`src/hdl/uart_filter_pkg.sv`:
```
// Purpose: constants and carriers for the receive address filter block
// Assumes: apb byte address is four times the register index
// Notes:   register indices are kept as printed, byte addresses derived
package uart_filter_pkg;

    // register indices and apb address width
    localparam logic [7:0]  IDX_MATCH_FIRST  = 8'h08;
    localparam logic [7:0]  IDX_MATCH_SECOND = 8'h09;
    localparam logic [7:0]  IDX_CONTROL_FOUR = 8'h0a;
    localparam logic [7:0]  IDX_RUN_CONTROL  = 8'h0c;
    localparam logic [7:0]  IDX_BAUD_DIVISOR = 8'h0d;
    localparam logic [7:0]  IDX_STATUS       = 8'h0e;
    localparam logic [7:0]  IDX_RX_DATA      = 8'h0f;
    localparam int          ADDR_W           = 12;

    // reset values
    localparam logic [7:0]  RST_MATCH_FIRST  = 8'h00;
    localparam logic [7:0]  RST_MATCH_SECOND = 8'h00;
    localparam logic [7:0]  RST_CONTROL_FOUR = 8'h0f;
    localparam logic [2:0]  RST_RUN_CONTROL  = 3'h0;
    localparam logic [12:0] RST_BAUD_DIVISOR = 13'h0001;

    // oversampling codes
    localparam logic [4:0]  OSR_MIN_VALID    = 5'h03;
    localparam logic [4:0]  OSR_DEFAULT      = 5'h0f;

    // character lengths
    localparam logic [3:0]  LEN_EIGHT        = 4'h8;
    localparam logic [3:0]  LEN_NINE         = 4'h9;
    localparam logic [3:0]  LEN_TEN          = 4'ha;

    // status bit positions
    localparam int          ST_NOT_EMPTY     = 0;
    localparam int          ST_FULL          = 1;
    localparam int          ST_OVERRUN       = 2;
    localparam int          ST_MATCH_OPEN    = 3;

    // control register four layout, msb first
    typedef struct packed {
        logic       addr_filter_enable_first;
        logic       addr_filter_enable_second;
        logic       ten_bit_char_select;
        logic [4:0] oversample_ratio;
    } control_four_s;

    // run control layout, msb first
    typedef struct packed {
        logic nine_bit_select;
        logic tx_enable;
        logic rx_enable;
    } run_control_s;

    typedef enum logic [1:0] {
        RX_IDLE  = 2'b00,
        RX_START = 2'b01,
        RX_DATA  = 2'b11,
        RX_STOP  = 2'b10
    } rx_state_e;

endpackage

```
`src/hdl/uart_filter.sv`:
```
// Purpose: receive address filter, character format and oversampling for a serial port
// Assumes: apb slave with zero wait states; rxd is asynchronous to pclk
// Notes:   filtered characters queue in a fifo read through the data register
`timescale 1ns/1ns

module char_fifo #(
    parameter int WIDTH = 10,
    parameter int DEPTH = 16
) (
    // clock and reset
    input  wire logic             pclk,
    input  wire logic             presetn,
    // fill side
    input  wire logic             in_valid,
    output logic                  in_ready,
    input  wire logic [WIDTH-1:0] in_data,
    // drain side
    output logic                  out_valid,
    input  wire logic             out_ready,
    output logic      [WIDTH-1:0] out_data
);
    localparam int PW = $clog2(DEPTH);

    initial begin
        if (DEPTH < 2 || (1 << PW) != DEPTH || WIDTH < 1) begin
            $error("char_fifo: depth must be a power of two of at least 2");
        end
    end

    logic [WIDTH-1:0] mem [DEPTH];
    logic [PW:0]      wr_q;
    logic [PW:0]      rd_q;
    logic             push;
    logic             pop;

    assign in_ready  = !((wr_q[PW] != rd_q[PW]) && (wr_q[PW-1:0] == rd_q[PW-1:0]));
    assign out_valid = (wr_q != rd_q);
    assign out_data  = mem[rd_q[PW-1:0]];
    assign push      = in_valid && in_ready;
    assign pop       = out_valid && out_ready;

    always_ff @(posedge pclk) begin
        if (push) begin
            mem[wr_q[PW-1:0]] <= in_data;
        end
    end

    always_ff @(posedge pclk or negedge presetn) begin
        if (!presetn) begin
            wr_q <= '0;
        end else if (push) begin
            wr_q <= wr_q + 1'b1;
        end
    end

    always_ff @(posedge pclk or negedge presetn) begin
        if (!presetn) begin
            rd_q <= '0;
        end else if (pop) begin
            rd_q <= rd_q + 1'b1;
        end
    end
endmodule

// How it works
// RQ1: enable one on: address characters compare with first address, pass on equality
// RQ2: enable two on: address characters compare with second address, pass on equality
// RQ3: both enables clear: every character reaches the buffer unfiltered
// RQ4: any enable on: plain characters dropped unless an address matched before
// RQ5: after a match following data passes; after a miss it is discarded
// RQ6: software writes a match address only while its enable is clear
// RQ7: ten-bit select gives 10-bit characters, else 8 or 9 bits
// RQ8: software changes ten-bit select only with transmitter and receiver disabled
// RQ9: oversampling ratio equals the five-bit field plus one, 4x to 32x
// RQ10: invalid oversampling code behaves as code 01111, ratio 16
// RQ11: software changes the oversampling field only with both directions disabled
// RQ12: receiver runs on baud clock, transmitter on baud clock over ratio
// RQ13: codes 00000 to 00010 are invalid and give ratio 16
module uart_filter #(
    parameter int FIFO_DEPTH = 16
) (
    // clock and reset
    input  wire logic        pclk,
    input  wire logic        presetn,
    // apb slave
    input  wire logic        psel,
    input  wire logic        penable,
    input  wire logic        pwrite,
    input  wire logic [11:0] paddr,
    input  wire logic [31:0] pwdata,
    output logic      [31:0] prdata,
    output logic             pready,
    output logic             pslverr,
    // serial line
    input  wire logic        rxd,
    // timing to the transmitter
    output logic             rx_sample_tick,
    output logic             tx_bit_tick
);
    localparam int CW = 10;

    function automatic logic [5:0] eff_ratio(input logic [4:0] code);
        // RQ13: low codes invalid
        // RQ10: fall back to sixteen
        if (code < uart_filter_pkg::OSR_MIN_VALID) begin
            eff_ratio = {1'b0, uart_filter_pkg::OSR_DEFAULT} + 6'h01;
        end else begin
            // RQ9: field plus one
            eff_ratio = {1'b0, code} + 6'h01;
        end
    endfunction

    function automatic logic [CW-1:0] align(input logic [CW-1:0] sh, input logic [3:0] len);
        case (len)
            uart_filter_pkg::LEN_EIGHT: align = {2'h0, sh[9:2]};
            uart_filter_pkg::LEN_NINE:  align = {1'h0, sh[9:1]};
            default:                    align = sh;
        endcase
    endfunction

    function automatic logic [ 7:0] idx_of(input logic [11:0] a);
        idx_of = a[9:2];
    endfunction

    // registers
    logic [7:0]                     match_address_first_q;
    logic [7:0]                     match_address_second_q;
    uart_filter_pkg::control_four_s control_four_filter_format_q;
    uart_filter_pkg::run_control_s  run_control_q;
    logic [12:0]                    baud_divisor_q;
    logic                           overrun_q;
    logic [31:0]                    prdata_q;

    // datapath state
    logic [1:0]                     rxd_sync_q;
    logic [12:0]                    baud_cnt_q;
    logic [5:0]                     tx_cnt_q;
    uart_filter_pkg::rx_state_e     rx_state_q;
    logic [5:0]                     smp_cnt_q;
    logic [3:0]                     bit_cnt_q;
    logic [CW-1:0]                  shift_q;
    logic                           match_open_q;
    logic                           pend_valid_q;
    logic [CW-1:0]                  pend_data_q;

    logic                           setup;
    logic                           wr_acc;
    logic                           rd_acc;
    logic [7:0]                     idx;
    logic                           mapped;
    logic [5:0]                     ratio;
    logic [3:0]                     char_len;
    logic                           rxd_s;
    logic                           char_done;
    logic [CW-1:0]                  char_val;
    logic                           char_msb;
    logic                           filt_on;
    logic                           eq_any;
    logic                           keep;
    logic                           fifo_in_ready;
    logic                           fifo_out_valid;
    logic [CW-1:0]                  fifo_out_data;
    logic                           fifo_pop;
    logic                           baud_run;

    assign idx    = idx_of(paddr);
    assign setup  = psel && !penable;
    assign wr_acc = psel && penable && pwrite;
    assign rd_acc = psel && penable && !pwrite;
    assign mapped = (paddr[1:0] == 2'h0) && (paddr[11:10] == 2'h0) &&
                    (idx == uart_filter_pkg::IDX_MATCH_FIRST  ||
                     idx == uart_filter_pkg::IDX_MATCH_SECOND ||
                     idx == uart_filter_pkg::IDX_CONTROL_FOUR ||
                     idx == uart_filter_pkg::IDX_RUN_CONTROL  ||
                     idx == uart_filter_pkg::IDX_BAUD_DIVISOR ||
                     idx == uart_filter_pkg::IDX_STATUS       ||
                     idx == uart_filter_pkg::IDX_RX_DATA);
    assign pready   = 1'b1;
    assign pslverr  = psel && penable && !mapped;
    assign prdata   = prdata_q;
    assign fifo_pop = rd_acc && (idx == uart_filter_pkg::IDX_RX_DATA) && mapped;

    // RQ6: match address writes accepted as given
    always_ff @(posedge pclk or negedge presetn) begin
        if (!presetn) begin
            match_address_first_q  <= uart_filter_pkg::RST_MATCH_FIRST;
            match_address_second_q <= uart_filter_pkg::RST_MATCH_SECOND;
        end else if (wr_acc && mapped) begin
            if (idx == uart_filter_pkg::IDX_MATCH_FIRST) begin
                match_address_first_q <= pwdata[7:0];
            end
            if (idx == uart_filter_pkg::IDX_MATCH_SECOND) begin
                match_address_second_q <= pwdata[7:0];
            end
        end
    end

    // RQ8: format bits take effect at once
    always_ff @(posedge pclk or negedge presetn) begin
        if (!presetn) begin
            control_four_filter_format_q <= uart_filter_pkg::RST_CONTROL_FOUR;
            run_control_q                <= uart_filter_pkg::RST_RUN_CONTROL;
            baud_divisor_q               <= uart_filter_pkg::RST_BAUD_DIVISOR;
        end else if (wr_acc && mapped) begin
            if (idx == uart_filter_pkg::IDX_CONTROL_FOUR) begin
                control_four_filter_format_q <= pwdata[7:0];
            end
            if (idx == uart_filter_pkg::IDX_RUN_CONTROL) begin
                run_control_q <= pwdata[2:0];
            end
            if (idx == uart_filter_pkg::IDX_BAUD_DIVISOR) begin
                baud_divisor_q <= pwdata[12:0];
            end
        end
    end

    // read data captured in the setup cycle, stable through access
    always_ff @(posedge pclk or negedge presetn) begin
        if (!presetn) begin
            prdata_q <= 32'h0000_0000;
        end else if (setup) begin
            prdata_q <= 32'h0000_0000;
            case (idx)
                uart_filter_pkg::IDX_MATCH_FIRST:  prdata_q[7:0]   <= match_address_first_q;
                uart_filter_pkg::IDX_MATCH_SECOND: prdata_q[7:0]   <= match_address_second_q;
                uart_filter_pkg::IDX_CONTROL_FOUR: prdata_q[7:0]   <= control_four_filter_format_q;
                uart_filter_pkg::IDX_RUN_CONTROL:  prdata_q[2:0]   <= run_control_q;
                uart_filter_pkg::IDX_BAUD_DIVISOR: prdata_q[12:0]  <= baud_divisor_q;
                uart_filter_pkg::IDX_STATUS: begin
                    prdata_q[uart_filter_pkg::ST_NOT_EMPTY]  <= fifo_out_valid;
                    prdata_q[uart_filter_pkg::ST_FULL]       <= !fifo_in_ready;
                    prdata_q[uart_filter_pkg::ST_OVERRUN]    <= overrun_q;
                    prdata_q[uart_filter_pkg::ST_MATCH_OPEN] <= match_open_q;
                end
                uart_filter_pkg::IDX_RX_DATA: begin
                    if (fifo_out_valid) begin
                        prdata_q[CW-1:0] <= fifo_out_data;
                    end
                end
                default: prdata_q <= 32'h0000_0000;
            endcase
        end
    end

    // effective ratio and character length
    assign ratio = eff_ratio(control_four_filter_format_q.oversample_ratio);
    // RQ7: ten-bit select
    assign char_len = control_four_filter_format_q.ten_bit_char_select ? uart_filter_pkg::LEN_TEN :
                      run_control_q.nine_bit_select ? uart_filter_pkg::LEN_NINE :
                      uart_filter_pkg::LEN_EIGHT;

    // baud rate clock from the divisor
    assign baud_run = (run_control_q.rx_enable || run_control_q.tx_enable) &&
                      (baud_divisor_q != 13'h0000);
    assign rx_sample_tick = baud_run && (baud_cnt_q >= baud_divisor_q - 13'h0001);

    always_ff @(posedge pclk or negedge presetn) begin
        if (!presetn) begin
            baud_cnt_q <= 13'h0000;
        end else if (!baud_run || rx_sample_tick) begin
            baud_cnt_q <= 13'h0000;
        end else begin
            baud_cnt_q <= baud_cnt_q + 13'h0001;
        end
    end

    // RQ12: transmitter tick is baud over ratio
    assign tx_bit_tick = rx_sample_tick && run_control_q.tx_enable &&
                         (tx_cnt_q >= ratio - 6'h01);

    always_ff @(posedge pclk or negedge presetn) begin
        if (!presetn) begin
            tx_cnt_q <= 6'h00;
        end else if (!run_control_q.tx_enable || tx_bit_tick) begin
            tx_cnt_q <= 6'h00;
        end else if (rx_sample_tick) begin
            tx_cnt_q <= tx_cnt_q + 6'h01;
        end
    end

    // line synchroniser
    always_ff @(posedge pclk or negedge presetn) begin
        if (!presetn) begin
            rxd_sync_q <= 2'h3;
        end else begin
            rxd_sync_q <= {rxd_sync_q[0], rxd};
        end
    end
    assign rxd_s = rxd_sync_q[1];

    // RQ12: receiver sampled on baud ticks
    always_ff @(posedge pclk or negedge presetn) begin
        if (!presetn) begin
            rx_state_q <= uart_filter_pkg::RX_IDLE;
            smp_cnt_q  <= 6'h00;
            bit_cnt_q  <= 4'h0;
            shift_q    <= '0;
        end else if (!run_control_q.rx_enable) begin
            rx_state_q <= uart_filter_pkg::RX_IDLE;
            smp_cnt_q  <= 6'h00;
        end else if (rx_sample_tick) begin
            case (rx_state_q)
                uart_filter_pkg::RX_IDLE: begin
                    smp_cnt_q <= 6'h00;
                    if (!rxd_s) begin
                        rx_state_q <= uart_filter_pkg::RX_START;
                    end
                end
                uart_filter_pkg::RX_START: begin
                    smp_cnt_q <= smp_cnt_q + 6'h01;
                    if (smp_cnt_q >= (ratio >> 1) - 6'h01) begin
                        smp_cnt_q  <= 6'h00;
                        bit_cnt_q  <= 4'h0;
                        rx_state_q <= rxd_s ? uart_filter_pkg::RX_IDLE : uart_filter_pkg::RX_DATA;
                    end
                end
                uart_filter_pkg::RX_DATA: begin
                    smp_cnt_q <= smp_cnt_q + 6'h01;
                    if (smp_cnt_q >= ratio - 6'h01) begin
                        smp_cnt_q <= 6'h00;
                        shift_q   <= {rxd_s, shift_q[CW-1:1]};
                        bit_cnt_q <= bit_cnt_q + 4'h1;
                        if (bit_cnt_q == char_len - 4'h1) begin
                            rx_state_q <= uart_filter_pkg::RX_STOP;
                        end
                    end
                end
                uart_filter_pkg::RX_STOP: begin
                    smp_cnt_q <= smp_cnt_q + 6'h01;
                    if (smp_cnt_q >= ratio - 6'h01) begin
                        smp_cnt_q  <= 6'h00;
                        rx_state_q <= uart_filter_pkg::RX_IDLE;
                    end
                end
                default: rx_state_q <= uart_filter_pkg::RX_IDLE;
            endcase
        end
    end

    // a character with a good stop bit completes here
    assign char_done = rx_sample_tick && run_control_q.rx_enable &&
                       (rx_state_q == uart_filter_pkg::RX_STOP) &&
                       (smp_cnt_q >= ratio - 6'h01) && rxd_s;
    assign char_val  = align(shift_q, char_len);
    assign char_msb  = char_val[char_len - 4'h1];

    // RQ3: no enable means no filtering
    assign filt_on = control_four_filter_format_q.addr_filter_enable_first ||
                     control_four_filter_format_q.addr_filter_enable_second;
    // RQ1: first compare
    // RQ2: second compare
    assign eq_any  = (control_four_filter_format_q.addr_filter_enable_first &&
                      (char_val[7:0] == match_address_first_q)) ||
                     (control_four_filter_format_q.addr_filter_enable_second &&
                      (char_val[7:0] == match_address_second_q));
    // RQ4: plain characters need an open match
    assign keep    = !filt_on || (char_msb ? eq_any : match_open_q);

    // RQ5: match outcome governs following data
    always_ff @(posedge pclk or negedge presetn) begin
        if (!presetn) begin
            match_open_q <= 1'b0;
        end else if (!filt_on) begin
            match_open_q <= 1'b0;
        end else if (char_done && char_msb) begin
            match_open_q <= eq_any;
        end
    end

    // holding stage in front of the fifo
    always_ff @(posedge pclk or negedge presetn) begin
        if (!presetn) begin
            pend_valid_q <= 1'b0;
            pend_data_q  <= '0;
        end else if (char_done && keep && (!pend_valid_q || fifo_in_ready)) begin
            pend_valid_q <= 1'b1;
            pend_data_q  <= char_val;
        end else if (fifo_in_ready) begin
            pend_valid_q <= 1'b0;
        end
    end

    // overrun is sticky, write one clears, a new event wins
    always_ff @(posedge pclk or negedge presetn) begin
        if (!presetn) begin
            overrun_q <= 1'b0;
        end else if (char_done && keep && pend_valid_q && !fifo_in_ready) begin
            overrun_q <= 1'b1;
        end else if (wr_acc && mapped && (idx == uart_filter_pkg::IDX_STATUS) &&
                     pwdata[uart_filter_pkg::ST_OVERRUN]) begin
            overrun_q <= 1'b0;
        end
    end

    char_fifo #(
        .WIDTH (CW),
        .DEPTH (FIFO_DEPTH)
    ) u_fifo (
        .pclk      (pclk),
        .presetn   (presetn),
        .in_valid  (pend_valid_q),
        .in_ready  (fifo_in_ready),
        .in_data   (pend_data_q),
        .out_valid (fifo_out_valid),
        .out_ready (fifo_pop),
        .out_data  (fifo_out_data)
    );
endmodule

```
`config.mk`:
```
export PLATFORM = sky130hd
export DESIGN_NAME = uart_filter
export DESIGN_NICKNAME = d
export VERILOG_FILES = /design/src/hdl/uart_filter_pkg.sv /design/src/hdl/uart_filter.sv
export SDC_FILE = /design/constraint.sdc
export NUM_CORES = 1
export LEC_CHECK = 0
export BUFFER_PORTS_ARGS = -buffer_cell sky130_fd_sc_hd__buf_2
export CAP_MARGIN = 5
export CORE_MARGIN = 3
export CORE_UTILIZATION = 50
export CTS_BUF_LIST = sky130_fd_sc_hd__clkbuf_8
export DETAILED_ROUTE_END_ITERATION = 8
export GPL_ROUTABILITY_DRIVEN = 0
export PLACE_DENSITY = 0.68
export SLEW_MARGIN = 20
export SYNTH_ARGS = -nofsm -noshare
export SYNTH_HDL_FRONTEND = slang
export SYNTH_SLANG_ARGS = --single-unit
```
`constraint.sdc`:
```
create_clock -name pclk -period 6.7 [get_ports pclk]
set_clock_uncertainty 0.1 [all_clocks]
set_input_delay 1.34 -clock pclk [delete_from_list [all_inputs] [get_ports pclk]]
set_output_delay 1.34 -clock pclk [all_outputs]
set_load 0.01 [all_outputs]
```
==> metrics.cfg <==
[synth]
yosysSeqAreaShare = 0.5781
synth_edf_count = 160
synth-main-ff-cell = edfxtp_1
syn_area_per_cell_sq_um = 13.44
yosysWarnings = 0
netlist_area_sq_um = 13480
syn_inst = 1003
ys_ff_latch = 279
synth_cell_types = 65
ys_async_sr_fraction = 0.4265

[cts]
cts_max_level = 2
hold_buffers = 0
clk-insertion-delay-late_ns = 0.57
tritoncts = done
cts_resized = 0
clk_path_buf_depth = 3
cts_setup_buffers = 0
clkTransAtPathRegs_ns = 0.06
cts-root-buf = clkbuf_8
cts_buffers = 46
cts_sinks = 279

[min_path]
hp-class = register to register
hold_start = rxd_sync_q[0]

[flow_run]
cap_viol_max_count = 0

[critical_path]
crit_slowest_cell = dfstp_2
cp_max_fo = 10
worstPathArrival_ns = 3.97
r2r_start = control_four_filter_format_q[0]
required_ns = 5.26
crit_end = tx_bit_tick
worstSetupEndpointType = output pin
regToRegEndpoint = bit_cnt_q[3]
startpoint = control_four_filter_format_q[0]
cp_cell_sequence = ha_1 > inv_1 > a21oi_1 > ha_1 > a21boi_0 > a21oi_1 > nor2_1 > ha_1 > a21oi_1 > nand2_1 > and3_1 > buf_2
reg2reg_slack_ns = 1.84
crit_type = register to output pin
slowest_delay_ns = 0.58
worstRegToRegCells = 14
critPathLaunchType = register

[power]
seqPwrFrac = 0.530
p_switching_mw = 0.7117
netSwitchingFraction = 0.2085
p_int_mw = 2.702
combPwrFrac = 0.015
power_leakage_nw = 5.507
power_density_nw_per_um2 = 227.3
pwr-share-clk = 0.455
peakVddDrop_mv = 0.1202

[global_routing]
antenna_found_initial = 1
grt_pass1_wl_um = 46500
grtUsageTotal = 0.2087
overflow = 0
use_met3 = 0.03508
grt_pass1_vias = 8131
grt.busiest_layer = met2
grtUsageMet1 = 0.3042
grt_start_max_net_pins = 71
use_met2 = 0.3332

[layout]
drive_gt1_frac = 0.2340
fin_cells = 1444
fin_nets = 1166
areaGrowthSynthToFinish_pct = 11.43
final_area_sq_um = 15020

[timing]
rsz0062_at_grt = no
drv_slew = 0
fin_ws_ns = 1.292
fin_tns_setup_ns = 0
period_minus_slack_ns = 5.408
max_freq_mhz = 184.9
worst_slew_pin_slew_ns = 0.9810
finalCritPeriodShare = 0.8072
finalHoldViolCount = 0
setup-violations-final = 0
relSlewSlack = 0.3457

[route]
first_pass_iters = 5
vias_per_cell = 5.717
drtIter0Drc = 835
drc = 0
ant_nets = 0
route.vias.total = 8256
wl_per_cell_um = 20.35
drt_wl_total_um = 29390

[die]
io_pins = 86
core_area_sq_um = 26280
die_h_um = 170.2
initial_core_util = 0.5128
rows = 59
die_area_sq_um = 28960
dieWidth_um = 170.2

[placed_design]
dp_hpwl_um = 19940
place_area_sq_um = 14020
pre_cts_ws_ns = 1.932
io_buffer_count = 46
place_inst = 1357

[run_status]
status = finished clean

## registers in the layout, indices dropped and copies added, names as in the netlist, 3 cells and up
signal                        count
match_address_first_q             8
tx_cnt_q                          6
shift_q                          10
prdata                           13
u_fifo.wr_q                       5
u_fifo.mem                      160
control_four_filter_format_q      8
pend_data_q                      10
run_control_q                     3
match_address_second_q            8
bit_cnt_q                         4
u_fifo.rd_q                       5
baud_cnt_q                       13
baud_divisor_q                   13
smp_cnt_q                         6
## synthesized netlist by cell type (all sizes together), types with 2 or more instances
library cell | number | area (sq um)
and2 | 3 | 18.77
nand2b | 10 | 62.56
nand2 | 82 | 307.8
buf | 30 | 202.7
conb | 2 | 7.510
a21oi | 25 | 136.4
clkbuf | 36 | 135.1
dfrtp | 112 | 2803
a21o | 3 | 22.52
or2 | 2 | 12.51
a211oi | 3 | 22.52
nand4 | 10 | 62.56
inv | 23 | 86.33
mux4 | 50 | 1126
nor2b | 20 | 125.1
o21ai | 52 | 260.3
a211o | 2 | 17.52
ha | 46 | 575.6
a31oi | 7 | 43.79
a221oi | 5 | 43.79
xor2 | 22 | 192.7
a21boi | 14 | 105.1
edfxtp | 160 | 4805
o21bai | 2 | 15.01
dfstp | 7 | 183.9
o2bb2ai | 2 | 17.52
o21a | 2 | 15.01
nand3b | 4 | 30.03
nor3 | 14 | 70.07
nand3 | 20 | 100.1
o22ai | 3 | 18.77
mux2i | 18 | 208.9
xnor2 | 33 | 289.0
nor2 | 58 | 217.7
and3 | 19 | 118.9
a22o | 7 | 61.31
o221ai | 2 | 17.52
a22oi | 9 | 67.56
or3 | 6 | 37.54
o2111ai | 2 | 35.04
mux2 | 57 | 645.6
nor4 | 6 | 37.54
## per-layer routing
metal / wire length [um] / vias to the layer above
met3: 1746 / 34
met4: 433 / 0
met1: 13150 / 4125
li1: - / 3854
met5: 0 / -
met2: 14060 / 243
## final cells by class
| class | count | area [sq um] |
|---|---|---|
| antenna | 2 | 5.005 |
| clock buffer | 56 | 770.7 |
| clock inverter | 29 | 222.7 |
| fill | 2072 | 11260 |
| inverter | 23 | 86.33 |
| multi-input combinational | 653 | 5329 |
| sequential | 279 | 7794 |
| tap | 335 | 419.2 |
| timing repair buffer | 67 | 390.4 |
## critical path, delay by kind of cell (launching register included)
| family | cells | cell delay (ns) |
|---|---|---|
| fa+ha+maj | 3 | 0.93 |
| simple gates | 3 | 0.60 |
| flops | 1 | 0.58 |
| buf+inv | 2 | 0.25 |
| compound gates | 4 | 1.04 |
## worst min-delay path by stage
stage	slack, ns	to	depth (start not counted)
2_1_floorplan	0.25	rxd_sync_q[1]	0
3_3_place_gp	0.25	rxd_sync_q[1]	0
3_5_place_dp	0.25	rxd_sync_q[1]	0
4_1_cts	0.26	rxd_sync_q[1]	0
5_1_grt	0.27	rxd_sync_q[1]	0
6_report	0.26	rxd_sync_q[1]	0
## metrics by stage
step	total power [mW]	hold slack, ns	util
2_1_floorplan	1.867	0.2452	-
3_3_place_gp	1.893	0.2461	0.5334
3_5_place_dp	1.893	0.2475	0.5334
4_1_cts	3.451	0.2564	0.5712
5_1_grt	3.549	0.2659	0.5713
6_report	3.414	0.2553	0.5714
## power groups by stage
stage	clock network (mW)	logic [mW]	registers [mW]
6_report	1.55	0.0515	1.81
5_1_grt	1.68	0.0577	1.81
4_1_cts	1.59	0.0521	1.81
3_5_place_dp	0	0.0520	1.84
3_3_place_gp	0	0.0518	1.84
2_1_floorplan	0	0.0259	1.84
## logic make-up after synthesis
kind of cell / share of synthesized area
AOI/OAI and AO/OA: 0.07121
xor gates and xnor gates: 0.03574
adders and majority gates: 0.04271
buffers and inverters: 0.03147
DFF: 0.5781
muxes: 0.1470
other: 0.0005573
and+or+nand+nor: 0.09322
## cells in the final DEF (no fill, tap or decap), drive strengths merged, types with 10 or more instances in the layout
| cell type | synthesis | final |
|---|---|---|
| nand4 | 10 | 10 |
| nand3 | 20 | 20 |
| o21ai | 52 | 52 |
| buf | 30 | 67 |
| mux4 | 50 | 50 |
| dfrtp | 112 | 112 |
| xor2 | 22 | 22 |
| ha | 46 | 46 |
| conb | 2 | 20 |
| nor3 | 14 | 14 |
| nand2 | 82 | 82 |
| clkbuf | 36 | 56 |
| edfxtp | 160 | 160 |
| a21oi | 25 | 25 |
| nand2b | 10 | 10 |
| a21boi | 14 | 14 |
| mux2i | 18 | 18 |
| nor2 | 58 | 58 |
| inv | 23 | 39 |
| mux2 | 57 | 57 |
| and3 | 19 | 19 |
| nor2b | 20 | 20 |
| clkinv | 0 | 10 |
| xnor2 | 33 | 33 |
(Power assumes the default switching activity.)
